File: src/pll_phase_pkg.sv
package pll_phase_pkg;

    // pclk timing
    localparam int CLK_PERIOD_NS = 5;
    // internal settle time of one tap move before done rises again
    localparam int DONE_TIME_NS  = 40;
    localparam int DONE_CYC      = (DONE_TIME_NS + CLK_PERIOD_NS - 1) / CLK_PERIOD_NS;

    // eighths of a vco period per vco period; one tap is one pclk tick in the model
    localparam int TAPS_PER_VCO  = 8;
    localparam int TAP_W         = 13;

    // counter indices
    localparam int NUM_OUT       = 5;
    localparam int IDX_M         = 5;
    localparam int IDX_N         = 6;
    localparam int NUM_TAP       = 6;
    localparam int NUM_CFG       = 7;

    // counter select codes
    localparam logic [2:0] SEL_ALL = 3'h0;
    localparam logic [2:0] SEL_M   = 3'h1;
    localparam logic [2:0] SEL_C0  = 3'h2;
    localparam logic [2:0] SEL_C4  = 3'h6;

    // register map (byte addresses)
    localparam int          ADDR_W     = 8;
    localparam logic [7:0]  OFS_CFG_C0 = 8'h00;
    localparam logic [7:0]  OFS_CFG_N  = 8'h18;
    localparam logic [7:0]  OFS_STATUS = 8'h20;
    localparam logic [7:0]  OFS_MASK   = 8'h24;
    localparam logic [7:0]  OFS_TAPS   = 8'h28;
    localparam logic [7:0]  OFS_STATE  = 8'h2c;

    // status / mask bits
    localparam int ST_DONE_BIT    = 0;
    localparam int ST_IGNORED_BIT = 1;
    localparam int ST_W           = 2;

    // state register bits
    localparam int STA_DONE_BIT = 0;
    localparam int STA_BUSY_BIT = 1;
    localparam int STA_SEL_LSB  = 2;
    localparam int STA_DIR_BIT  = 5;

    // counter configuration word: bit17 odd, bit16 bypass, [15:8] high, [7:0] low
    typedef struct packed {
        logic       odd;
        logic       bypass;
        logic [7:0] high;
        logic [7:0] low;
    } cnt_cfg_t;

    localparam int       CFG_W     = 18;
    localparam cnt_cfg_t CFG_RESET = 18'h1_0101;

    typedef struct packed {
        logic              psel;
        logic              penable;
        logic              pwrite;
        logic [ADDR_W-1:0] paddr;
        logic [31:0]       pwdata;
    } apb_req_t;

    typedef struct packed {
        logic        pready;
        logic [31:0] prdata;
        logic        pslverr;
    } apb_rsp_t;

    typedef struct packed {
        logic       step;
        logic       dir;
        logic [2:0] sel;
    } phase_ctl_t;

    typedef enum logic [1:0] {
        SEQ_IDLE  = 2'b00,
        SEQ_ARMED = 2'b01,
        SEQ_SHIFT = 2'b10
    } seq_t;

endpackage : pll_phase_pkg

File: src/pll_out_divider.sv
`timescale 1ns/100ps
module pll_out_divider (
    input  wire logic                  pclk,
    input  wire logic                  presetn,
    input  wire pll_phase_pkg::cnt_cfg_t cfg,
    input  wire logic                  advance,
    input  wire logic                  retard,
    output logic                       clk_out
);
    import pll_phase_pkg::*;

    typedef struct packed {
        logic [TAP_W-1:0] pos;
        logic             out;
    } div_state_t;

    div_state_t r;
    div_state_t next_r;

    logic [8:0]       hi_cnt;
    logic [8:0]       lo_cnt;
    logic [TAP_W-1:0] period;
    logic [TAP_W-1:0] hi_taps;
    logic [TAP_W-1:0] npos;

    always_comb begin
        next_r  = r;
        // a zero count field means 256
        hi_cnt  = (cfg.high == 8'h00) ? 9'h100 : {1'b0, cfg.high};
        lo_cnt  = (cfg.low == 8'h00) ? 9'h100 : {1'b0, cfg.low};
        if (cfg.bypass) begin
            period  = TAP_W'(TAPS_PER_VCO);
            hi_taps = TAP_W'(TAPS_PER_VCO / 2);
        end else begin
            period  = {({1'b0, hi_cnt} + {1'b0, lo_cnt}), 3'b000};
            hi_taps = {1'b0, hi_cnt, 3'b000} - (cfg.odd ? TAP_W'(TAPS_PER_VCO / 2) : TAP_W'(0));
        end
        // the output never stops; a shift only skips or repeats one eighth-vco tap
        if (retard) begin
            npos = r.pos;
        end else if (advance) begin
            npos = r.pos + TAP_W'(2);
        end else begin
            npos = r.pos + TAP_W'(1);
        end
        if (npos >= period) begin
            npos = npos - period;
        end
        next_r.pos = npos;
        next_r.out = (npos < hi_taps);
    end

    always_ff @(posedge pclk or negedge presetn) begin
        if (!presetn) begin
            r <= '0;
        end else begin
            r <= next_r;
        end
    end

    assign clk_out = r.out;

endmodule : pll_out_divider

File: src/pll_dynamic_phase_shift.sv
// Decided for this implementation: the register addresses and the APB register port.
`timescale 1ns/100ps
module pll_dynamic_phase_shift #(
    parameter int DONE_CYCLES = pll_phase_pkg::DONE_CYC
) (
    input  wire logic                      pclk,
    input  wire logic                      presetn,
    input  wire pll_phase_pkg::apb_req_t   apb_req,
    output pll_phase_pkg::apb_rsp_t        apb_rsp,
    input  wire logic                      scan_clk,
    input  wire pll_phase_pkg::phase_ctl_t phase_ctl,
    output logic                           phase_done,
    output logic [pll_phase_pkg::NUM_OUT-1:0] out_clk,
    output logic                           fb_clk,
    output logic                           irq
);
    import pll_phase_pkg::*;

    if (DONE_CYCLES < 1 || DONE_CYCLES > 255) begin : g_bad_done
        $error("DONE_CYCLES must lie in 1..255");
    end

    typedef struct packed {
        logic [5:0]                 sync1;
        logic [5:0]                 sync2;
        logic                       scan_prev;
        logic                       step_low;
        seq_t                       seq;
        logic                       rise_cnt;
        logic [2:0]                 sel_cap;
        logic                       dir_cap;
        logic [7:0]                 done_cnt;
        logic                       done;
        cnt_cfg_t [NUM_CFG-1:0]     cfg;
        logic [ST_W-1:0]            status;
        logic [ST_W-1:0]            mask;
        logic [NUM_TAP-1:0][2:0]    taps;
        logic [NUM_TAP-1:0]         adv;
        logic [NUM_TAP-1:0]         ret;
        logic                       pready;
        logic [31:0]                prdata;
        logic                       pslverr;
        logic                       irq;
    } top_state_t;

    top_state_t r;
    top_state_t next_r;

    // select decode, bit i = tap index i (c0..c4, m)
    function automatic logic [NUM_TAP-1:0] decode_sel(input logic [2:0] s);
        logic [NUM_TAP-1:0] m;
        m = '0;
        if (s == SEL_ALL) begin
            m[NUM_OUT-1:0] = '1;
        end else if (s == SEL_M) begin
            m[IDX_M] = 1'b1;
        end else if (s >= SEL_C0 && s <= SEL_C4) begin
            m[3'(s - SEL_C0)] = 1'b1;
        end
        return m;
    endfunction : decode_sel

    logic               scan_now;
    logic               scan_rise;
    logic               scan_fall;
    logic               step_s;
    logic               dir_s;
    logic [2:0]         sel_s;
    logic [NUM_TAP-1:0] hit;
    logic [ST_W-1:0]    st_set;
    logic [ST_W-1:0]    st_clr;
    logic               acc;
    logic               wr_done;
    logic [ADDR_W-1:0]  addr;
    logic [2:0]         cfg_idx;
    logic               cfg_hit;

    always_comb begin
        next_r = r;
        st_set = '0;
        st_clr = '0;
        hit    = '0;

        // pins and the scan clock cross via two flops; only sync2 is read
        next_r.sync1 = {scan_clk, phase_ctl.step, phase_ctl.dir, phase_ctl.sel};
        next_r.sync2 = r.sync1;
        scan_now     = r.sync2[5];
        step_s       = r.sync2[4];
        dir_s        = r.sync2[3];
        sel_s        = r.sync2[2:0];
        next_r.scan_prev = scan_now;
        scan_rise    = scan_now & ~r.scan_prev;
        scan_fall    = ~scan_now & r.scan_prev;

        next_r.adv = '0;
        next_r.ret = '0;

        // step must be seen low at a falling edge before it can start another shift
        if (scan_fall && !step_s) begin
            next_r.step_low = 1'b1;
        end

        case (r.seq)
            SEQ_IDLE: begin
                if (scan_fall && step_s && r.step_low && r.done) begin
                    next_r.seq      = SEQ_ARMED;
                    next_r.rise_cnt = 1'b0;
                    next_r.step_low = 1'b0;
                end
            end
            SEQ_ARMED: begin
                if (scan_rise) begin
                    if (r.rise_cnt) begin
                        next_r.sel_cap  = sel_s;
                        next_r.dir_cap  = dir_s;
                        next_r.done     = 1'b0;
                        hit             = decode_sel(sel_s);
                        // step, select and direction alone drive the shift
                        next_r.adv      = dir_s ? hit : '0;
                        next_r.ret      = dir_s ? '0 : hit;
                        for (int i = 0; i < NUM_TAP; i++) begin
                            if (hit[i]) begin
                                next_r.taps[i] = dir_s ? r.taps[i] + 3'h1 : r.taps[i] - 3'h1;
                            end
                        end
                        next_r.done_cnt = 8'(DONE_CYCLES - 1);
                        next_r.seq      = SEQ_SHIFT;
                    end else begin
                        next_r.rise_cnt = 1'b1;
                    end
                end
            end
            SEQ_SHIFT: begin
                // done rises on the internal timer, whatever the scan clock does
                if (r.done_cnt == 8'h00) begin
                    next_r.done = 1'b1;
                    next_r.seq  = SEQ_IDLE;
                    st_set[ST_DONE_BIT] = 1'b1;
                end else begin
                    next_r.done_cnt = r.done_cnt - 8'h01;
                end
            end
            default: begin
                next_r.seq = SEQ_IDLE;
            end
        endcase

        // a fresh step pulse while a shift is still in hand is dropped and flagged
        if (scan_fall && step_s && r.step_low && r.seq != SEQ_IDLE) begin
            st_set[ST_IGNORED_BIT] = 1'b1;
            next_r.step_low        = 1'b0;
        end

        // apb: registered pready gives a two-cycle access phase
        acc     = apb_req.psel & apb_req.penable;
        wr_done = acc & r.pready & apb_req.pwrite;
        addr    = apb_req.paddr;
        cfg_idx = addr[4:2];
        cfg_hit = (addr[7:5] == 3'b000) && (addr[1:0] == 2'b00) && (addr <= OFS_CFG_N);

        next_r.pready  = acc & ~r.pready;
        // the error flag stands one cycle with pready, never into the next request
        next_r.pslverr = 1'b0;
        if (acc && !r.pready) begin
            next_r.prdata  = 32'h0000_0000;
            next_r.pslverr = 1'b0;
            if (cfg_hit) begin
                next_r.prdata[CFG_W-1:0] = r.cfg[cfg_idx];
            end else if (addr == OFS_STATUS) begin
                next_r.prdata[ST_W-1:0] = r.status;
            end else if (addr == OFS_MASK) begin
                next_r.prdata[ST_W-1:0] = r.mask;
            end else if (addr == OFS_TAPS) begin
                next_r.prdata[3*NUM_TAP-1:0] = r.taps;
            end else if (addr == OFS_STATE) begin
                next_r.prdata[STA_DONE_BIT]             = r.done;
                next_r.prdata[STA_BUSY_BIT]             = (r.seq != SEQ_IDLE);
                next_r.prdata[STA_SEL_LSB+2:STA_SEL_LSB] = r.sel_cap;
                next_r.prdata[STA_DIR_BIT]              = r.dir_cap;
            end else begin
                next_r.pslverr = 1'b1;
            end
        end

        // writes land at the edge where the master sees pready
        if (wr_done) begin
            if (cfg_hit) begin
                next_r.cfg[cfg_idx] = cnt_cfg_t'(apb_req.pwdata[CFG_W-1:0]);
            end else if (addr == OFS_STATUS) begin
                st_clr = apb_req.pwdata[ST_W-1:0];
            end else if (addr == OFS_MASK) begin
                next_r.mask = apb_req.pwdata[ST_W-1:0];
            end
        end

        // set beats a same-cycle write-one clear
        next_r.status = (r.status & ~st_clr) | st_set;
        next_r.irq    = |(next_r.status & next_r.mask);
    end

    always_ff @(posedge pclk or negedge presetn) begin
        if (!presetn) begin
            r          <= '0;
            r.done     <= 1'b1;
            r.step_low <= 1'b1;
            r.seq      <= SEQ_IDLE;
            for (int i = 0; i < NUM_CFG; i++) begin
                r.cfg[i] <= CFG_RESET;
            end
        end else begin
            r <= next_r;
        end
    end

    // five output counters and the feedback counter, each a free-running divider
    for (genvar g = 0; g < NUM_TAP; g++) begin : g_div
        logic div_out;
        pll_out_divider u_div (
            .pclk    (pclk),
            .presetn (presetn),
            .cfg     (r.cfg[g]),
            .advance (r.adv[g]),
            .retard  (r.ret[g]),
            .clk_out (div_out)
        );
        if (g < NUM_OUT) begin : g_out
            assign out_clk[g] = div_out;
        end else begin : g_fb
            assign fb_clk = div_out;
        end
    end

    assign apb_rsp.pready  = r.pready;
    assign apb_rsp.prdata  = r.prdata;
    assign apb_rsp.pslverr = r.pslverr;
    assign phase_done      = r.done;
    assign irq             = r.irq;

endmodule : pll_dynamic_phase_shift

File: config.mk
export PLATFORM = sky130hd
export DESIGN_NAME = pll_dynamic_phase_shift
export DESIGN_NICKNAME = d
export VERILOG_FILES = /design/src/pll_phase_pkg.sv /design/src/pll_out_divider.sv /design/src/pll_dynamic_phase_shift.sv
export SDC_FILE = /design/constraint.sdc
export NUM_CORES = 1
export LEC_CHECK = 0
export BUFFER_PORTS_ARGS = -buffer_cell sky130_fd_sc_hd__buf_2
export CAP_MARGIN = 10
export CORE_MARGIN = 2
export CORE_UTILIZATION = 50
export DETAILED_ROUTE_END_ITERATION = 12
export PLACE_DENSITY = 0.69
export SYNTH_ARGS = -nofsm -noshare
export SYNTH_HDL_FRONTEND = slang
export SYNTH_SLANG_ARGS = --single-unit
export TNS_END_PERCENT = 10
File: constraint.sdc
create_clock -name pclk -period 6.9 [get_ports pclk]
set_input_delay 0.345 -clock pclk [delete_from_list [all_inputs] [get_ports pclk]]
set_output_delay 0.345 -clock pclk [all_outputs]
set_load 0.005 [all_outputs]
==> results.yml <==
critical_path:
  crit_arrival_ns: 6.06
  cp_slowest_cell: "a311oi_4"
  start_kind: "flip-flop"
  crit_path_frequent_cell: "o21ai_0"
  cp_max_fo: 10
  crit_type: "reg2reg"
  critPathTopFamily: "compound AO/OA/AOI/OAI gates"
  ff2ff_path_depth: 22
  slowest_delay_ns: 0.65
  cp_num_buf_inv: 1
  crit_cells: 22
  r2r_setup_slack_ns: 1.27
  critPathRequiredTime_ns: 7.33
  endpoint_kind: "flip-flop"
  crit_chain: "ha_1, inv_1, fa_1, nor2b_1, o21ai_0, a21boi_0, o21ai_0, and3_1, o21ai_0, ha_1, a21o_1, a21oi_1, o21ai_0, a311oi_4, mux2_2, ha_1, a21o_1, a21oi_1, nor2b_1, o211ai_1, a31oi_1, nor3_1"
timing:
  min_period_ns: 5.634
  slew_headroom: 0.3022
  hold_violations: 0
  fin_crit_sh: 0.8166
  clock_skew_ns: 0.01625
  rsz0062_at_grt: "no"
  max_slew.worst_pin.slew_ns: 1.047
  fin_ws_ns: 1.266
  holdWs_ns: 0.1775
  fin_setup_tns_ns: 0
  fmax_mhz: 177.5
  finalMaxSlewViolations: 0
  setup_viol: 0
place:
  placed_cell_area_um2: 22150
  hpwl_mm: 41.43
  place_ws_ns: 1.301
  port_buffers: 64
  routabilityCongestion: 0.9210
drt:
  post_drt_wl_per_cell_um: 19.30
  drt-vias-per-instance: 5.818
  dr.pass1.iters: 5
  drc: 0
  vias: 16450
  ant_nets: 0
  drt-total-wl_mm: 54.59
  drtIter0Drc: 1081
yosys:
  synth-simple-area-share: 0.1559
  synth_compound_area_frac: 0.1121
  yosys.cell_types.count: 75
  synth_xor_area_frac: 0.07321
  syn_inst: 2283
  syn_avg_cell_area_um2: 9.582
  ys_seq_area_frac: 0.3388
  synthesis.area_um2: 21870
  ys_seq_elements: 295
  synth_ff_type: "dfrtp_1"
  synth_edf_count: 0
  yosys_warnings: 0
  async_flop_share: 1.000
  synth_fa_ha_area_frac: 0.1269
  synthMuxAreaShare: 0.1376
  synth_top_family_by_area: "simple AND/OR/NAND/NOR gates"
clock_tree:
  cts_sinks: 295
  cts_hold_buf: 7
  insertion_delay_ns: 0.53
  htreeDepth: 2
  clk_pin_slew_ns: 0.06
  cts_root_buffer: "clkbuf_16"
  clockBufferDepth: 3
  post-cts-setup-buffers: 0
  cts_inserted_buffers: 35
  cts_tree: "built"
  cts_resized: 0
min_path:
  hold_depth: 2
  min-delay-path-class: "in2reg"
cells_and_area:
  nets: 2478
  syn2layout_area_growth_pct: 7.207
  final_util: 0.5432
  final_area_um2: 23450
  final_layout_size_suffix_gt1_frac: 0.1740
power:
  power.density_nw_per_um2: 312.5
  cellLeakagePower_nw: 10.89
  peakVddDrop_mv: 0.2688
global_routing:
  grt_pass1_vias: 16400
  grt_busiest_layer: "met2"
  antenna_found_initial: 3
  use_met3: 0.03133
  grt_max_degree: 83
  grt_pass1_wl_mm: 87.79
  grtUsageMet1: 0.3168
  grt_use_total: 0.2454
  gr-total-overflow: 0
  met2_usage: 0.4104
die:
  rows: 76
  dieHeight_um: 213.2
  core_area_um2: 43170
  start_util: 0.5067
  die_x_um: 213.2
  design.die.area_um2: 45440
  ios: 93
run:
  cap_violations: 0
outcome:
  run_status: "finished, final reports clean"
[sequential cells by signal (all words and copies together), names as in the netlist]
signal and cells:
next_r 7, dir_s 1, g_div.u_div.r 78, irq 1
apb_rsp 20, r 181, g_div.u_div.clk_out 6, phase_done 1
[worst paths after layout]
path                                                         end             startpoint
max in group asynchronous         g_div[2].u_div.r[13]$_DFF_PN0_                presetn
worst min-delay path                          r[161]$_DFFE_PN0P_             apb_req[2]
worst max register to register  g_div[3].u_div.clk_out$_DFF_PN0_     r[123]$_DFFE_PN1P_
worst max-delay path            g_div[3].u_div.clk_out$_DFF_PN0_     r[123]$_DFFE_PN1P_
min in group asynchronous       g_div[4].u_div.clk_out$_DFF_PN0_                presetn
worst min register to register             next_r[212]$_DFF_PN0_  next_r[218]$_DFF_PN0_
[cell usage in the layout, fill, tap and decap left out, types with 18 or more instances in the layout]
cell type,Yosys,final
nor4_1,24,24
or2_2,24,24
xor2_1,76,76
or4_1,23,23
dfstp_2,23,23
nand2b_1,19,19
inv_1,82,82
nor2b_1,49,49
ha_1,193,193
or3_1,21,21
clkbuf_16,0,37
and3_1,21,21
xnor2_1,105,105
fa_1,18,18
buf_2,8,63
nor2_1,154,154
o21a_1,27,27
nand2_1,190,190
mux2i_1,52,52
a21o_1,28,28
nand3_1,40,40
a21oi_1,88,88
mux2_2,182,182
o21ai_0,112,112
mux4_2,19,19
nand4_1,31,31
nor3_1,38,38
dfrtp_1,272,272
[stage by stage]
| stage | power (mW) | instances |
|---|---|---|
| detailed placement | 5.382 | 2757 |
| global route | 7.862 | 2828 |
| global placement | 5.240 | 2757 |
| finish | 7.329 | 2828 |
| floorplan | 4.659 | 2296 |
| CTS | 7.359 | 2827 |
[cell type report]
cell class,instances,area [um2]
well taps,585,732.0
clock inverters,8,105.1
clock buffers,55,1124
diodes,1,2.502
fillers,3782,19720
multi-input cells,1721,13300
repair buffers,79,460.4
flip-flops and latches,295,7411
inverters,84,315.3
[cells by family after synthesis]
group	Yosys count
AO/OA/AOI/OAI	378
XOR/XNOR	182
adder cells (fa/ha/maj)	211
buffers and inverters	280
flip-flops	295
multiplexers	254
other	1
AND/OR/NAND/NOR	682
[cell usage after synthesis, types with 6 or more instances]
cell type	count	area, um2
nand2_1	190	713.2
a21oi_1	88	440.4
nand2b_1	19	118.9
nand3b_1	7	52.55
o41ai_1	6	52.55
clkbuf_1	145	544.3
and2_1	9	56.30
buf_4	40	300.3
nor3b_1	15	112.6
or4_1	23	172.7
o21a_1	27	202.7
a31oi_1	12	75.07
or3_1	21	131.4
nor2b_1	49	306.5
ha_1	193	2415
nand3_1	40	200.2
mux4_2	19	427.9
inv_1	82	307.8
o211ai_1	14	105.1
o21bai_1	8	60.06
a21o_1	28	210.2
nand4_1	31	193.9
o21ai_0	112	560.5
mux2_2	182	2049
fa_1	18	360.4
nor3_1	38	190.2
or2_2	24	150.1
nor2_1	154	578.1
buf_2	8	40.04
a21boi_0	9	67.56
a22oi_1	13	97.59
xnor2_1	105	919.6
a211oi_1	6	45.04
dfrtp_1	272	6807
nor4_1	24	150.1
mux2i_1	52	520.5
and3_1	21	131.4
xor2_1	76	665.6
dfstp_2	23	604.3
[power by group]
part           internal, mW  switching, mW  leakage (nW)  total (mW)
logic                  1.51           1.78          6.47        3.29
registers              1.94          0.149          3.82        2.09
clock network          1.20          0.749         0.597        1.95
total                  4.65           2.68          10.9        7.33
[per-layer routing]
layer	up-vias	wire length, um
met5	-	16
met4	4	2623
met3	128	2326
met2	376	25880
met1	8077	23740
li1	7867	-
No activity file was read; power rests on OpenSTA's default activity.
